===== config.mk =====
export PLATFORM = sky130hd
export DESIGN_NAME = qsfs_top
export DESIGN_NICKNAME = d
export VERILOG_FILES = /design/src/verilog/qsfs_pkg.sv /design/src/verilog/qsfs_top.sv
export SDC_FILE = /design/constraint.sdc
export NUM_CORES = 1
export LEC_CHECK = 0
export ABC_AREA = 0
export BUFFER_PORTS_ARGS = -buffer_cell sky130_fd_sc_hd__buf_2
export CAP_MARGIN = 20
export CORE_ASPECT_RATIO = 1.75
export CORE_MARGIN = 3
export CORE_UTILIZATION = 44
export CTS_BUF_LIST = sky130_fd_sc_hd__clkbuf_16
export DETAILED_ROUTE_END_ITERATION = 7
export MAX_ROUTING_LAYER = met4
export PLACE_DENSITY = 0.58
export SLEW_MARGIN = 20
export SYNTH_ARGS = -nofsm -noshare
export SYNTH_HDL_FRONTEND = slang
export SYNTH_SLANG_ARGS = --single-unit

===== constraint.sdc =====
create_clock -name sys_clk -period 27.7 [get_ports sys_clk]
set_input_delay 2.77 -clock sys_clk [delete_from_list [all_inputs] [get_ports sys_clk]]
set_output_delay 2.77 -clock sys_clk [all_outputs]
set_load 0.05 [all_outputs]

===== src/verilog/qsfs_pkg.sv =====
package qsfs_pkg;
   // Clock and timing
   localparam int CLK_MHZ = 50;
   localparam int CB_FILT_BASE_US = 25;
   localparam int CB_FILT_BASE_CYC = CB_FILT_BASE_US * CLK_MHZ;
   localparam int CROWBAR_US = 20;
   localparam int CROWBAR_CYC = CROWBAR_US * CLK_MHZ;
   localparam int NV_WRITE_US = 5000;
   localparam int NV_WRITE_CYC = NV_WRITE_US * CLK_MHZ;
   localparam int NMGR = 4;
   localparam int AW = 8;

   // Register byte offsets
   localparam logic [7:0] OFS_GLOBAL = 8'h00;
   localparam logic [7:0] OFS_RST_SEL = 8'h04;
   localparam logic [7:0] OFS_ALERT_SEL = 8'h08;
   localparam logic [7:0] OFS_OC_CFG = 8'h0C;
   localparam logic [7:0] OFS_MODE = 8'h10;
   localparam logic [7:0] OFS_HOLD = 8'h14;
   localparam logic [7:0] OFS_THR0 = 8'h18;
   localparam logic [7:0] OFS_STATUS = 8'h28;
   // Fault register indices; byte address is four times the index
   localparam logic [5:0] IDX_FAULT_BUS = 6'h1D;
   localparam logic [5:0] IDX_FAULT_CARD = 6'h1E;
   localparam logic [5:0] IDX_FAULT_TRK = 6'h1F;

   // Global register fields
   localparam int G_PUMP_POL = 0;
   localparam int G_PWR_POL = 1;
   localparam int G_SD_POL = 2;
   localparam int G_CBF_POL = 3;
   localparam int G_MR_WR_LVL = 4;
   localparam int G_FSD_TRK = 5;
   localparam int G_FSD_ALERT = 6;
   localparam int G_FSD_OC = 7;
   localparam int G_CROWBAR_EN = 8;
   // Reset select fields: warn, crit, trip groups of four
   localparam int RS_WARN = 0;
   localparam int RS_CRIT = 4;
   localparam int RS_OC = 8;
   // Alert select fields
   localparam int AS_UV = 0;
   localparam int AS_OV = 4;
   localparam int AS_WARN = 8;
   localparam int AS_CRIT = 12;
   localparam int AS_OC = 16;
   // Per-manager breaker nibble: limit, filter[2:1], fast enable
   localparam int OC_LIM50 = 0;
   localparam int OC_FILT = 1;
   localparam int OC_FAST = 3;
   // Mode fields
   localparam int M_SOFT = 0;
   localparam int M_TRACK = 4;
   localparam int M_TRK_ALERT = 8;
   localparam int HOLD_W = 24;

   // Reset values
   localparam logic [31:0] GLOBAL_RST = 32'h0000_001F;
   localparam logic [31:0] RST_SEL_RST = 32'h0000_00F0;
   localparam logic [31:0] ALERT_SEL_RST = 32'h0000_0000;
   localparam logic [31:0] OC_CFG_RST = 32'h0000_0000;
   localparam logic [31:0] MODE_RST = 32'h0000_000F;
   localparam logic [31:0] HOLD_RST = 32'h0000_C350;
   localparam logic [31:0] THR_RST = 32'h0000_0000;

   localparam logic [1:0] RESP_OKAY = 2'h0;
   localparam logic [1:0] RESP_SLVERR = 2'h2;
   localparam logic [1:0] RESP_DECERR = 2'h3;

   // Synchronised comparator and gate status, bit i is manager i+1
   typedef struct packed {
      logic [3:0] bus_uv;
      logic [3:0] bus_ov;
      logic [3:0] card_warn;
      logic [3:0] card_crit;
      logic [3:0] cb_over;
      logic [3:0] fast_over;
      logic [3:0] track_dev;
      logic [3:0] gate_full;
   } qsfs_comp_t;

   // Threshold codes sent to one manager's comparators
   typedef struct packed {
      logic [4:0] crit;
      logic [7:0] warn;
      logic [4:0] ov;
      logic [7:0] low;
   } qsfs_thr_t;

   typedef enum logic [1:0] {
      SEQ_IDLE = 2'b00,
      SEQ_SOFT = 2'b01,
      SEQ_TRACK = 2'b11,
      SEQ_ON = 2'b10
   } qsfs_seq_t;
endpackage : qsfs_pkg


===== src/verilog/qsfs_top.sv =====
// Chosen here: the placing of the registers and register access over AXI4-Lite.
`timescale 1ns/1ps
// Overview of operation
// Bus-side level below low threshold flags bus_undervolt; code sets 20 mV steps.
// Bus-side above high threshold flags bus_overvolt; code scales low threshold.
// bus_overvolt is its own status, separate from the low fault.
// Card-side below primary threshold flags card_warn_low; 20 mV step code.
// Card-side below secondary threshold flags card_critical_low; 5-bit percent code.
// low_fault_mask high ignores every undervoltage status.
// Sense drop above limit longer than selected filter raises overcurrent_trip.
// Enabled fast comparator raises overcurrent_trip at once; can be off.
// overcurrent_trip routes to reset, alert, or shutdown with crowbar pulse.
// All resets assert at power-up, held reset_hold_time after conditions clear.
// Each reset selects warn, critical or trip sources, held after clearing.
// manual_reset_n low forces all resets; release reset_hold_time after.
// alert_n from selected sources latches; falling alert_clear_n clears it.
// Pump runs only while enable input is at its programmed active level.
// Power-on needs request, both cards present, no shutdown; polarities set.
// Tracking gates stay off until all softstart gates are fully on.
// tracking_alert_n asserts on tracked level mismatch during tracking interval.
// shutdown_request or internal_shutdown turns all gates off at once.
// all_good_n asserted while no enabled unlatched condition is active.
// breaker_fault_out follows overcurrent_trip with selectable polarity.
// Each new alert overwrites three fault registers with its causes.
// Fault registers read any time except during a nonvolatile write.
// Fault registers cleared by write with no fault, at permitted reset level.
// No fault recording while power_request is deasserted.
// Fault layout: low/high, warn/critical, track/trip; manager one MSB.
// Comparator inputs synchronised; hold and filter times are cycle counters.
module qsfs_top
   import qsfs_pkg::*;
#(
   parameter int CB_FILT_CYC = CB_FILT_BASE_CYC,
   parameter int NV_WR_CYC = NV_WRITE_CYC
) (
   // Clock and reset
   input wire logic sys_clk,
   input wire logic rst_b,
   // AXI4-Lite write
   input wire logic [AW-1:0] s_axi_awaddr,
   input wire logic s_axi_awvalid,
   output logic s_axi_awready,
   input wire logic [31:0] s_axi_wdata,
   input wire logic [3:0] s_axi_wstrb,
   input wire logic s_axi_wvalid,
   output logic s_axi_wready,
   output logic [1:0] s_axi_bresp,
   output logic s_axi_bvalid,
   input wire logic s_axi_bready,
   // AXI4-Lite read
   input wire logic [AW-1:0] s_axi_araddr,
   input wire logic s_axi_arvalid,
   output logic s_axi_arready,
   output logic [31:0] s_axi_rdata,
   output logic [1:0] s_axi_rresp,
   output logic s_axi_rvalid,
   input wire logic s_axi_rready,
   // Comparator status
   input wire qsfs_comp_t comp_in,
   // Control pins
   input wire logic low_fault_mask,
   input wire logic manual_reset_n,
   input wire logic alert_clear_n,
   input wire logic pump_enable_in,
   input wire logic power_request,
   input wire logic shutdown_request,
   input wire logic card_present_a_n,
   input wire logic card_present_b_n,
   // Comparator settings
   output qsfs_thr_t [3:0] thr_code,
   output logic [3:0] cb_limit_50,
   // Status and drive outputs
   output logic [3:0] reset_n_out,
   output logic alert_n,
   output logic tracking_alert_n,
   output logic all_good_n,
   output logic breaker_fault_out,
   output logic internal_shutdown,
   output logic crowbar,
   output logic pump_run,
   output logic [3:0] gate_drive
);
   logic [1:0] rst_q;
   logic rst_n;
   qsfs_comp_t comp_s1_q, comp_s2_q;
   logic [31:0] glob_q, rsel_q, asel_q, occ_q, mode_q, hold_q;
   logic [31:0] thr_q [NMGR];
   logic [7:0] f_bus_q, f_card_q, f_trk_q;
   logic [3:0] uv_m, warn_m, crit_m, oc, rst_cond;
   logic [3:0] c_uv, c_ov, c_warn, c_crit, c_oc, c_trk;
   logic alert_raw, alert_raw_q, clr_prev_q, trk_raw, pwr_act, sd_act;
   logic seq_ok, kill, fsd_q, fsd_prev_q, rec, nv_busy;
   logic [$clog2(NV_WR_CYC+1)-1:0] nv_cnt_q;
   logic [$clog2(CROWBAR_CYC+1)-1:0] cb_cnt_q;
   qsfs_seq_t seq_q;
   logic [AW-1:0] aw_addr_q;
   logic [31:0] w_data_q, wmask;
   logic [3:0] w_strb_q;
   logic aw_have_q, w_have_q, do_wr, wr_fault_ok;
   logic [31:0] rd_data;
   logic [1:0] rd_resp, wr_resp;

   function automatic logic is_fault(input logic [AW-1:0] a);
      is_fault = (a[7:2] == IDX_FAULT_BUS) || (a[7:2] == IDX_FAULT_CARD) ||
         (a[7:2] == IDX_FAULT_TRK);
   endfunction : is_fault

   // Manager one goes to the most significant bit
   function automatic logic [3:0] rev4(input logic [3:0] v);
      rev4 = {v[0], v[1], v[2], v[3]};
   endfunction : rev4

   // Reset release through two flip-flops
   always_ff @(posedge sys_clk or negedge rst_b) begin
      if (!rst_b) begin
         rst_q <= 2'b00;
      end else begin
         rst_q <= {rst_q[0], 1'b1};
      end
   end
   assign rst_n = rst_q[1];

   // Comparator synchroniser
   always_ff @(posedge sys_clk or negedge rst_n) begin
      if (!rst_n) begin
         comp_s1_q <= '0;
         comp_s2_q <= '0;
      end else begin
         comp_s1_q <= comp_in;
         comp_s2_q <= comp_s1_q;
      end
   end

   // Threshold codes to comparators
   for (genvar i = 0; i < NMGR; i++) begin : g_thr
      assign thr_code[i] = qsfs_thr_t'(thr_q[i][25:0]);
      assign cb_limit_50[i] = occ_q[4*i+OC_LIM50];
   end

   // Undervoltage masking
   assign uv_m = comp_s2_q.bus_uv & ~{4{low_fault_mask}};
   assign warn_m = comp_s2_q.card_warn & ~{4{low_fault_mask}};
   assign crit_m = comp_s2_q.card_crit & ~{4{low_fault_mask}};

   // Breaker filter and fast trip
   for (genvar i = 0; i < NMGR; i++) begin : g_cb
      logic [15:0] filt_cnt_q;
      logic [15:0] limit;
      assign limit = 16'(CB_FILT_CYC) << occ_q[4*i+OC_FILT +: 2];
      always_ff @(posedge sys_clk or negedge rst_n) begin
         if (!rst_n) begin
            filt_cnt_q <= '0;
         end else if (!comp_s2_q.cb_over[i]) begin
            filt_cnt_q <= '0;
         end else if (filt_cnt_q != limit) begin
            filt_cnt_q <= filt_cnt_q + 16'd1;
         end
      end
      assign oc[i] = (filt_cnt_q == limit) ||
         (occ_q[4*i+OC_FAST] && comp_s2_q.fast_over[i]);
   end

   // Stretched resets
   for (genvar i = 0; i < NMGR; i++) begin : g_rst
      logic [HOLD_W-1:0] hold_cnt_q;
      assign rst_cond[i] = (warn_m[i] && rsel_q[RS_WARN+i]) ||
         (crit_m[i] && rsel_q[RS_CRIT+i]) ||
         (oc[i] && rsel_q[RS_OC+i]);
      always_ff @(posedge sys_clk or negedge rst_n) begin
         if (!rst_n) begin
            hold_cnt_q <= HOLD_RST[HOLD_W-1:0];
            reset_n_out[i] <= 1'b0;
         end else begin
            if (rst_cond[i] || !manual_reset_n) begin
               hold_cnt_q <= hold_q[HOLD_W-1:0];
            end else if (hold_cnt_q != '0) begin
               hold_cnt_q <= hold_cnt_q - 1'b1;
            end
            reset_n_out[i] <= !(rst_cond[i] || !manual_reset_n ||
               hold_cnt_q != '0);
         end
      end
   end

   // Alert causes
   assign c_uv = uv_m & asel_q[AS_UV +: 4];
   assign c_ov = comp_s2_q.bus_ov & asel_q[AS_OV +: 4];
   assign c_warn = warn_m & asel_q[AS_WARN +: 4];
   assign c_crit = crit_m & asel_q[AS_CRIT +: 4];
   assign c_oc = oc & asel_q[AS_OC +: 4];
   assign alert_raw = |{c_uv, c_ov, c_warn, c_crit, c_oc};

   // Alert latch, set wins over clear
   always_ff @(posedge sys_clk or negedge rst_n) begin
      if (!rst_n) begin
         alert_n <= 1'b1;
         alert_raw_q <= 1'b0;
         clr_prev_q <= 1'b1;
      end else begin
         alert_raw_q <= alert_raw;
         clr_prev_q <= alert_clear_n;
         if (alert_raw) begin
            alert_n <= 1'b0;
         end else if (clr_prev_q && !alert_clear_n) begin
            alert_n <= 1'b1;
         end
      end
   end

   // Sequencing
   assign pwr_act = power_request == glob_q[G_PWR_POL];
   assign sd_act = shutdown_request == glob_q[G_SD_POL];
   assign seq_ok = pwr_act && !card_present_a_n && !card_present_b_n &&
      !sd_act;
   assign kill = sd_act || fsd_q;
   assign c_trk = comp_s2_q.track_dev & mode_q[M_TRACK +: 4] &
      {4{seq_q == SEQ_TRACK}};
   assign trk_raw = mode_q[M_TRK_ALERT] && (|c_trk);

   always_ff @(posedge sys_clk or negedge rst_n) begin
      if (!rst_n) begin
         seq_q <= SEQ_IDLE;
      end else if (kill || !seq_ok) begin
         seq_q <= SEQ_IDLE;
      end else begin
         case (seq_q)
            SEQ_IDLE: seq_q <= SEQ_SOFT;
            SEQ_SOFT: begin
               if (&(comp_s2_q.gate_full | ~mode_q[M_SOFT +: 4])) begin
                  seq_q <= SEQ_TRACK;
               end
            end
            SEQ_TRACK: begin
               if (&(comp_s2_q.gate_full |
                  ~(mode_q[M_SOFT +: 4] | mode_q[M_TRACK +: 4]))) begin
                  seq_q <= SEQ_ON;
               end
            end
            SEQ_ON: seq_q <= SEQ_ON;
            default: seq_q <= SEQ_IDLE;
         endcase
      end
   end

   // Gate drive, pump and status pins
   always_ff @(posedge sys_clk or negedge rst_n) begin
      if (!rst_n) begin
         gate_drive <= '0;
         pump_run <= 1'b0;
         tracking_alert_n <= 1'b1;
         all_good_n <= 1'b1;
         breaker_fault_out <= 1'b0;
      end else begin
         if (kill || seq_q == SEQ_IDLE) begin
            gate_drive <= '0;
         end else if (seq_q == SEQ_SOFT) begin
            gate_drive <= mode_q[M_SOFT +: 4];
         end else begin
            gate_drive <= mode_q[M_SOFT +: 4] | mode_q[M_TRACK +: 4];
         end
         pump_run <= pump_enable_in == glob_q[G_PUMP_POL];
         tracking_alert_n <= !trk_raw;
         all_good_n <= (|rst_cond) || alert_raw || trk_raw;
         breaker_fault_out <= (|oc) ^ !glob_q[G_CBF_POL];
      end
   end

   // Internal shutdown and crowbar pulse
   always_ff @(posedge sys_clk or negedge rst_n) begin
      if (!rst_n) begin
         fsd_q <= 1'b0;
         fsd_prev_q <= 1'b0;
         cb_cnt_q <= '0;
      end else begin
         if ((glob_q[G_FSD_TRK] && trk_raw) ||
            (glob_q[G_FSD_ALERT] && !alert_n) ||
            (glob_q[G_FSD_OC] && (|oc))) begin
            fsd_q <= 1'b1;
         end else if (!pwr_act) begin
            fsd_q <= 1'b0;
         end
         fsd_prev_q <= fsd_q;
         if (fsd_q && !fsd_prev_q && glob_q[G_CROWBAR_EN]) begin
            cb_cnt_q <= ($bits(cb_cnt_q))'(CROWBAR_CYC);
         end else if (cb_cnt_q != '0) begin
            cb_cnt_q <= cb_cnt_q - 1'b1;
         end
      end
   end
   assign internal_shutdown = fsd_q;
   assign crowbar = cb_cnt_q != '0;

   // Fault recording and nonvolatile write timer
   assign rec = alert_raw && !alert_raw_q && pwr_act;
   assign nv_busy = nv_cnt_q != '0;
   assign wr_fault_ok = is_fault(aw_addr_q) && w_strb_q[0] &&
      manual_reset_n == glob_q[G_MR_WR_LVL] &&
      !alert_raw && !(|rst_cond) && !trk_raw;

   always_ff @(posedge sys_clk or negedge rst_n) begin
      if (!rst_n) begin
         f_bus_q <= '0;
         f_card_q <= '0;
         f_trk_q <= '0;
         nv_cnt_q <= '0;
      end else begin
         if (rec) begin
            f_bus_q <= {rev4(c_uv), rev4(c_ov)};
            f_card_q <= {rev4(c_warn), rev4(c_crit)};
            f_trk_q <= {rev4(c_trk), rev4(c_oc)};
         end else if (do_wr && wr_fault_ok) begin
            case (aw_addr_q[7:2])
               IDX_FAULT_BUS: f_bus_q <= w_data_q[7:0];
               IDX_FAULT_CARD: f_card_q <= w_data_q[7:0];
               default: f_trk_q <= w_data_q[7:0];
            endcase
         end
         if (rec || (do_wr && wr_fault_ok)) begin
            nv_cnt_q <= ($bits(nv_cnt_q))'(NV_WR_CYC);
         end else if (nv_busy) begin
            nv_cnt_q <= nv_cnt_q - 1'b1;
         end
      end
   end

   // AXI write channel
   assign s_axi_awready = !aw_have_q && !s_axi_bvalid;
   assign s_axi_wready = !w_have_q && !s_axi_bvalid;
   assign do_wr = aw_have_q && w_have_q && !s_axi_bvalid &&
      !(nv_busy && is_fault(aw_addr_q));
   for (genvar b = 0; b < 4; b++) begin : g_mask
      assign wmask[8*b +: 8] = {8{w_strb_q[b]}};
   end

   always_comb begin
      wr_resp = RESP_OKAY;
      if (is_fault(aw_addr_q)) begin
         wr_resp = wr_fault_ok ? RESP_OKAY : RESP_SLVERR;
      end else if (aw_addr_q == OFS_STATUS) begin
         wr_resp = RESP_SLVERR;
      end else if (aw_addr_q[1:0] != 2'b00 || aw_addr_q > OFS_STATUS) begin
         wr_resp = RESP_DECERR;
      end
   end

   always_ff @(posedge sys_clk or negedge rst_n) begin
      if (!rst_n) begin
         aw_have_q <= 1'b0;
         w_have_q <= 1'b0;
         aw_addr_q <= '0;
         w_data_q <= '0;
         w_strb_q <= '0;
         s_axi_bvalid <= 1'b0;
         s_axi_bresp <= RESP_OKAY;
      end else begin
         if (s_axi_awvalid && s_axi_awready) begin
            aw_have_q <= 1'b1;
            aw_addr_q <= s_axi_awaddr;
         end
         if (s_axi_wvalid && s_axi_wready) begin
            w_have_q <= 1'b1;
            w_data_q <= s_axi_wdata;
            w_strb_q <= s_axi_wstrb;
         end
         if (do_wr) begin
            aw_have_q <= 1'b0;
            w_have_q <= 1'b0;
            s_axi_bvalid <= 1'b1;
            s_axi_bresp <= wr_resp;
         end else if (s_axi_bready) begin
            s_axi_bvalid <= 1'b0;
         end
      end
   end

   // Configuration registers
   always_ff @(posedge sys_clk or negedge rst_n) begin
      if (!rst_n) begin
         glob_q <= GLOBAL_RST;
         rsel_q <= RST_SEL_RST;
         asel_q <= ALERT_SEL_RST;
         occ_q <= OC_CFG_RST;
         mode_q <= MODE_RST;
         hold_q <= HOLD_RST;
         for (int i = 0; i < NMGR; i++) begin
            thr_q[i] <= THR_RST;
         end
      end else if (do_wr && wr_resp == RESP_OKAY) begin
         case (aw_addr_q)
            OFS_GLOBAL: glob_q <= (glob_q & ~wmask) | (w_data_q & wmask);
            OFS_RST_SEL: rsel_q <= (rsel_q & ~wmask) | (w_data_q & wmask);
            OFS_ALERT_SEL: asel_q <= (asel_q & ~wmask) | (w_data_q & wmask);
            OFS_OC_CFG: occ_q <= (occ_q & ~wmask) | (w_data_q & wmask);
            OFS_MODE: mode_q <= (mode_q & ~wmask) | (w_data_q & wmask);
            OFS_HOLD: hold_q <= (hold_q & ~wmask) | (w_data_q & wmask);
            default: begin
               for (int i = 0; i < NMGR; i++) begin
                  if (aw_addr_q == OFS_THR0 + 8'(4 * i)) begin
                     thr_q[i] <= (thr_q[i] & ~wmask) | (w_data_q & wmask);
                  end
               end
            end
         endcase
      end
   end

   // AXI read channel
   assign s_axi_arready = !s_axi_rvalid &&
      !(nv_busy && is_fault(s_axi_araddr));

   always_comb begin
      rd_data = '0;
      rd_resp = RESP_OKAY;
      case (s_axi_araddr)
         OFS_GLOBAL: rd_data = glob_q;
         OFS_RST_SEL: rd_data = rsel_q;
         OFS_ALERT_SEL: rd_data = asel_q;
         OFS_OC_CFG: rd_data = occ_q;
         OFS_MODE: rd_data = mode_q;
         OFS_HOLD: rd_data = hold_q;
         OFS_STATUS: rd_data = {12'h000, gate_drive, pump_run, seq_q,
            nv_busy, fsd_q, all_good_n, tracking_alert_n, alert_n,
            reset_n_out, oc};
         {IDX_FAULT_BUS, 2'b00}: rd_data = {24'h00_0000, f_bus_q};
         {IDX_FAULT_CARD, 2'b00}: rd_data = {24'h00_0000, f_card_q};
         {IDX_FAULT_TRK, 2'b00}: rd_data = {24'h00_0000, f_trk_q};
         default: begin
            rd_resp = RESP_DECERR;
            for (int i = 0; i < NMGR; i++) begin
               if (s_axi_araddr == OFS_THR0 + 8'(4 * i)) begin
                  rd_data = thr_q[i];
                  rd_resp = RESP_OKAY;
               end
            end
         end
      endcase
   end

   always_ff @(posedge sys_clk or negedge rst_n) begin
      if (!rst_n) begin
         s_axi_rvalid <= 1'b0;
         s_axi_rdata <= '0;
         s_axi_rresp <= RESP_OKAY;
      end else if (s_axi_arvalid && s_axi_arready) begin
         s_axi_rvalid <= 1'b1;
         s_axi_rdata <= rd_data;
         s_axi_rresp <= rd_resp;
      end else if (s_axi_rready) begin
         s_axi_rvalid <= 1'b0;
      end
   end
endmodule : qsfs_top


* Yosys cells after proc, flatten, opt, wreduce, memory -nomap -nowiden
Index checks and enable logic that the tools add are counted.
** Storage, ports and cells
- Input port bits :: 99
- Logic and storage cells :: 383
- Output and inout bits :: 164
- Register bits :: 701
** Cells by class
- Multiplexer cells :: 61
- Bitwise operators :: 40
- Magnitude comparators :: 1
- Shifts and indexed selects :: 4
- Eq/ne operators :: 52
- Reductions and logical operators :: 150
- Add/subtract/negate cells :: 10
** Operators by type and width (count)
- 32-bit AND :: 11
- 32-bit bitwise OR :: 10
- 32-bit one-hot mux with 10 select lines :: 1
- 24-bit 2-to-1 mux :: 8
- 16-bit 2-to-1 mux :: 8
- 32-bit 2-to-1 mux :: 4
- 24-bit nonzero test :: 4
- 24-bit by 1-bit subtractor with 24-bit output, second input constant :: 4
- 8-bit 2-to-1 mux :: 9
- 16-bit by 1-bit adder with 16-bit output, second input constant :: 4
- 16-bit == test :: 4
- 8-bit by 5-bit == test with 1-bit output, second input constant :: 8
- 16-bit inequality test :: 4
- 11-bit by 2-bit << shifter with 16-bit output, first input constant :: 4
- 8-bit by 6-bit == test with 1-bit output, second input constant :: 6
- 1-bit logical AND :: 46
- 4-bit AND :: 10
- 6-bit by 5-bit == test with 1-bit output, second input constant :: 6
- 18-bit 2-to-1 mux :: 2
- 1-bit logical OR :: 33
- 8-bit by 4-bit == test with 1-bit output, second input constant :: 4
- 32-bit inverter :: 1
- 2-bit nonzero test :: 15
- 8-bit by 7-bit == test with 1-bit output, second input constant :: 3
- other kinds (32) :: 109

* Depth between registers and ports, before layout
- Depth after elaboration :: 14
- Depth in mapped cells :: 12
- Depth with buffers taken out :: 9

* Worst setup path before layout
No wires, ideal clock.
- Path type :: input -> output
- Start :: in s_axi_araddr[7]
- End :: out s_axi_arready
- Required time :: 24.930 ns
- Stages :: 3
- Setup slack :: 21.141 ns
- Arrival :: 3.789 ns
- Path buffers :: 0
- Cells stage by stage :: nand4b_1 -> nor2_1 -> a21oi_1
** Between the ends
- Longest elaborated chain between the ends :: 6
** Ends and longest elaborated chain
- start, declared :: RTL line qsfs_top.sv:51 : input wire logic [AW-1:0] s_axi_araddr,
- 6-bit by 5-bit == test with 1-bit output :: RTL line qsfs_top.sv:104 : is_fault = (a[7:2] == IDX_FAULT_BUS) || (a[7:2] == IDX_FAULT_CARD) ||
- 1-bit logical OR :: RTL line qsfs_top.sv:104
- 1-bit logical OR * :: RTL line qsfs_top.sv:104
- 1-bit logical AND * :: RTL line qsfs_top.sv:409 : !(nv_busy && is_fault(s_axi_araddr));
- 1-bit zero test * :: RTL line qsfs_top.sv:409
- 1-bit logical AND * :: RTL line qsfs_top.sv:408 : assign s_axi_arready = !s_axi_rvalid &&
- end, declared :: RTL line qsfs_top.sv:53 : output logic s_axi_arready,
Every way passes the cells marked *; elsewhere a longest branch is shown, timed or not.

* Worst setup path after layout
Same ends and word-level chain as after synthesis.

==> results_tabular.tex <==
\begin{tabular}{lr}
\hline
Metric & Value \\
\hline
\multicolumn{2}{l}{\textbf{Clocking}} \\
\quad Number of instances resized during post-cts repair & 0 \\
\quad Level count of the clock H-tree & 3 \\
\quad Maximum buffer depth of the clock tree & 3 \\
\quad Total setup buffers inserted after CTS & 0 \\
\quad Hold buffer count at CTS & 0 \\
\quad Clock Pin Slew Worst Setup and Hold Paths & 0.06 ns \\
\quad Cts bufs inserted & 70 \\
\quad TritonCTS clock tree & built \\
\quad Root cell of the clock tree & sky130\_fd\_sc\_hd\_\_clkbuf\_16 \\
\quad Clock Latency Late Sink & slightly above 0.6 ns \\
\quad Clk sink count & 700 \\
\multicolumn{2}{l}{\textbf{Worst setup path}} \\
\quad Launch point of the critical path & s\_axi\_araddr[7] \\
\quad Data arrival time at the worst-slack endpoint & 3.69 ns \\
\quad Nature of the critical path endpoint & output pin \\
\quad Endpoint of the lowest-slack register-to-register path & nv\_cnt\_q[16] \\
\quad Critical Path Start Type & primary input \\
\quad Critical setup path kind & in2out \\
\quad Worst R2R Setup Slack & $\sim$24 ns \\
\quad Required time of the critical path & 24.93 ns \\
\quad Worst setup path endpoint & s\_axi\_arready \\
\quad R2r worst-path depth & 9 \\
\quad Max Fanout on Critical Path & 5 \\
\multicolumn{2}{l}{\textbf{Synthesis}} \\
\quad Number of nets produced by synthesis & 2992 \\
\quad Count of flip-flops with a built-in enable after synthesis & 0 \\
\quad Flip-flop and latch count after synthesis & 700 \\
\quad Area of the mapped netlist & 32800 µm² \\
\quad Largest family of logic cells by synthesized area & multiplexers \\
\quad Number of distinct library cells after synthesis & 85 \\
\quad Share of synthesized cell area in full adder, half adder and majority cells & less than 1\% \\
\quad Synth Area in Compound Gates & 11.0\% \\
\quad Largest cells by area after synthesis & sky130\_fd\_sc\_hd\_\_dfrtp\_1 50\%, sky130\_fd\_sc\_hd\_\_mux2\_2 13\%, sky130\_fd\_sc\_hd\_\_dfstp\_2 3.8\%, sky130\_fd\_sc\_hd\_\_xnor2\_1 3.1\%, sky130\_fd\_sc\_hd\_\_nand2\_1 2.5\% \\
\quad Library cell occupying the most area in the post-synthesis netlist & sky130\_fd\_sc\_hd\_\_dfrtp\_1 \\
\quad Prevailing post-synth register cell & sky130\_fd\_sc\_hd\_\_dfrtp\_1 \\
\quad Area share of xor/xnor cells in the synthesized design & about 4\% \\
\quad Share of async-settable or async-resettable flops after synthesis & 100\% \\
\quad Post-Syn Area per Cell & 11.4 µm² \\
\quad Cells after Synth & 2867 \\
\quad Mux share of post-synthesis cell area & 12.9\% \\
\quad Top cell type's share of synthesized area & 49.8\% \\
\quad Portion of the post-synthesis area used by sequential elements & 53.6\% \\
\quad Most repeated cell in the gate-level netlist after synthesis & sky130\_fd\_sc\_hd\_\_dfrtp\_1 \\
\quad Cell types with the highest counts after synthesis & 653 x sky130\_fd\_sc\_hd\_\_dfrtp\_1, 365 x sky130\_fd\_sc\_hd\_\_mux2\_2, 221 x sky130\_fd\_sc\_hd\_\_nand2\_1 \\
\quad Share of synthesized cell area in and, or, nand and nor gates & around 13\% \\
\quad Synth warnings & 0 \\
\multicolumn{2}{l}{\textbf{Timing}} \\
\quad Worst relative slew slack & 20.7\% \\
\quad Maximum clock frequency & 0.155 GHz \\
\quad Max Slew Vio Count & 0 \\
\quad Final number of setup-violating endpoints & 0 \\
\quad Final clock skew & 0.0321 ns \\
\quad Setup repair after global routing missed its margin & false \\
\quad Final sum of negative setup slack & 0 ns \\
\quad Final critical-path required period & 6.46 ns \\
\quad Share of the clock period used by the worst path & about a quarter \\
\quad Number of hold violations in the final report & 0 \\
\quad Pin slew with the least headroom to its limit & between 1 and 1.5 ns \\
\multicolumn{2}{l}{\textbf{Floorplan}} \\
\quad Die H & 367 µm \\
\quad Die Outline Area & 78000 µm² \\
\quad I/O pins & 263 \\
\quad Initial Util & between 40\% and 50\% \\
\quad Number of rows in the core area & 131 \\
\quad Core region area & 73400 µm² \\
\quad Die X-Extent & roughly 210 µm \\
\multicolumn{2}{l}{\textbf{Placed design}} \\
\quad Placed Instances & 3837 \\
\quad DP Wirelength & 73.2 mm \\
\quad I/O Buffers & about 260 \\
\quad RePlAce Congestion & 0.928 \\
\multicolumn{2}{l}{\textbf{Layout}} \\
\quad Share of layout cells above drive strength 1 & between 20\% and 30\% \\
\quad Non-filler cells, final & 3966 \\
\quad Layout area overhead & 11.3\% \\
\quad Layout net count & 3103 \\
\multicolumn{2}{l}{\textbf{Power}} \\
\quad Fraction of power consumed by sequential logic & between 40\% and 50\% \\
\quad VDD IR-drop max & 0.0000752 V \\
\quad Sw Pwr & 1.09 mW \\
\quad Power Total & 3.13 mW \\
\quad Combinational Power Share & 21.6\% \\
\quad Proportion of total power due to net switching & 34.9\% \\
\quad Clock group share of total power & 30.7\% \\
\quad Design internal power & a little over 2 mW \\
\quad Standby leakage power & 16.9 nW \\
\quad PwrDens & 85.8 nW/µm² \\
\multicolumn{2}{l}{\textbf{Hold path}} \\
\quad Worst Hold Class & reg2reg \\
\quad Worst Hold Depth & 0 \\
\multicolumn{2}{l}{\textbf{Route}} \\
\quad Count of routing violations after the opening detailed-route iteration & 2021 \\
\quad DRC & 0 \\
\quad Count of nets left with antenna violations after detail routing & 0 \\
\quad Drt pass-1 iters & 6 \\
\quad Average wire length per cell after detail routing & 25.8 µm \\
\quad Total Wirelength & 102 mm \\
\quad Total via count in the routed design & 23900 \\
\quad DR vias/cell & 6.02 \\
\multicolumn{2}{l}{\textbf{Outcome}} \\
\quad Run status & finished clean \\
\multicolumn{2}{l}{\textbf{GRT}} \\
\quad Grt total ovfl & 0 \\
\quad Gr usage total & between 20 and 30\% \\
\quad Initial antenna violation count & 2 \\
\quad Largest net degree at the start of global routing & $\sim$170 \\
\quad Number of global-route vias before repair & roughly 25000 \\
\quad Global-route wire length before repair & 155 mm \\
\multicolumn{2}{l}{\textbf{Flow run}} \\
\quad Max-cap viol count & 0 \\
\hline
\end{tabular}
-- power groups by stage --
stage / Combinational [mW] / Sequential [mW] / Clock, mW
finish: 0.676 / 1.49 / 0.963
global route: 0.746 / 1.52 / 1.03
CTS: 0.680 / 1.49 / 0.985
detailed placement: 0.674 / 1.50 / 0
global placement: 0.657 / 1.49 / 0
floorplan: 0.582 / 1.38 / 0
-- per-layer routing --
| layer | part of all wire (%) | track usage (%) | wire length (µm) |
|---|---|---|---|
| met5 | 0 | - | 0 |
| met4 | 4.4 | 10.9 | 4520 |
| met2 | 51 | 45.9 | 52300 |
| met3 | 6.1 | 4.15 | 6250 |
| met1 | 38 | 32.0 | 39200 |
-- critical path, stage by stage --
cell and delay (ns):
sky130_fd_sc_hd__buf_2 0.12, sky130_fd_sc_hd__nand4b_1 0.29, sky130_fd_sc_hd__nor2_1 0.19, sky130_fd_sc_hd__a21oi_1 0.10, sky130_fd_sc_hd__buf_2 0.22
-- layout by cell type, fill, tap and decap left out, types with 38 or more instances in the layout --
cell type / instances
sky130_fd_sc_hd__xor2_1: 38
sky130_fd_sc_hd__a31oi_1: 49
sky130_fd_sc_hd__a21oi_1: 53
sky130_fd_sc_hd__a22oi_1: 107
sky130_fd_sc_hd__o31ai_1: 41
sky130_fd_sc_hd__mux2_2: 365
sky130_fd_sc_hd__nor3_1: 49
sky130_fd_sc_hd__nor2_1: 129
sky130_fd_sc_hd__and2_1: 56
sky130_fd_sc_hd__clkbuf_16: 73
sky130_fd_sc_hd__o21ai_0: 109
sky130_fd_sc_hd__nand2_1: 220
sky130_fd_sc_hd__dfrtp_1: 652
sky130_fd_sc_hd__nand3_1: 73
sky130_fd_sc_hd__inv_1: 63
sky130_fd_sc_hd__xnor2_1: 115
sky130_fd_sc_hd__dfstp_2: 47
sky130_fd_sc_hd__buf_2: 262
-- layout make-up --
| class | instances | area [µm²] |
|---|---|---|
| diodes | 1 | 2.50 |
| clock buffers | 73 | 1830 |
| clock inverters | 55 | 465 |
| fillers | 6611 | 36900 |
| inverters | 47 | 176 |
| multi-input cells | 1863 | 13700 |
| flip-flops and latches | 700 | 17600 |
| well taps | 931 | 1160 |
| repair buffers | 296 | 1590 |
-- worst min-delay path by stage --
stage,from,end,slack [ns]
6_report,rst_q[0],rst_q[1],0.35
5_1_grt,comp_s1_q[6],comp_s2_q[6],0.35
4_1_cts,rst_q[0],rst_q[1],0.35
3_5_place_dp,rst_q[0],rst_q[1],0.34
3_3_place_gp,rst_q[0],rst_q[1],0.33
2_1_floorplan,comp_s1_q[0],comp_s2_q[0],0.33
-- metrics by stage --
step	cell area (µm²)	util [%]	setup slack, ns	hold WS (ns)
floorplan	32800	-	6.83	0.331
global placement	34200	46.6	21.26	0.333
detailed placement	34200	46.6	21.25	0.336
CTS	36500	49.7	21.25	0.349
global route	36500	49.7	21.15	0.353
finish	36500	49.7	21.24	0.346
-- kinds of logic (layout without fill, tap and decap cells) --
family / count (synthesis) / in the layout
xor+xnor: 153 / 153
flops: 700 / 700
compound gates: 524 / 524
fa+ha+maj: 26 / 26
mux: 378 / 378
other cells: 1 / 2
simple gates: 781 / 781
buf+inv: 304 / 471
(Power assumes the default switching activity.)
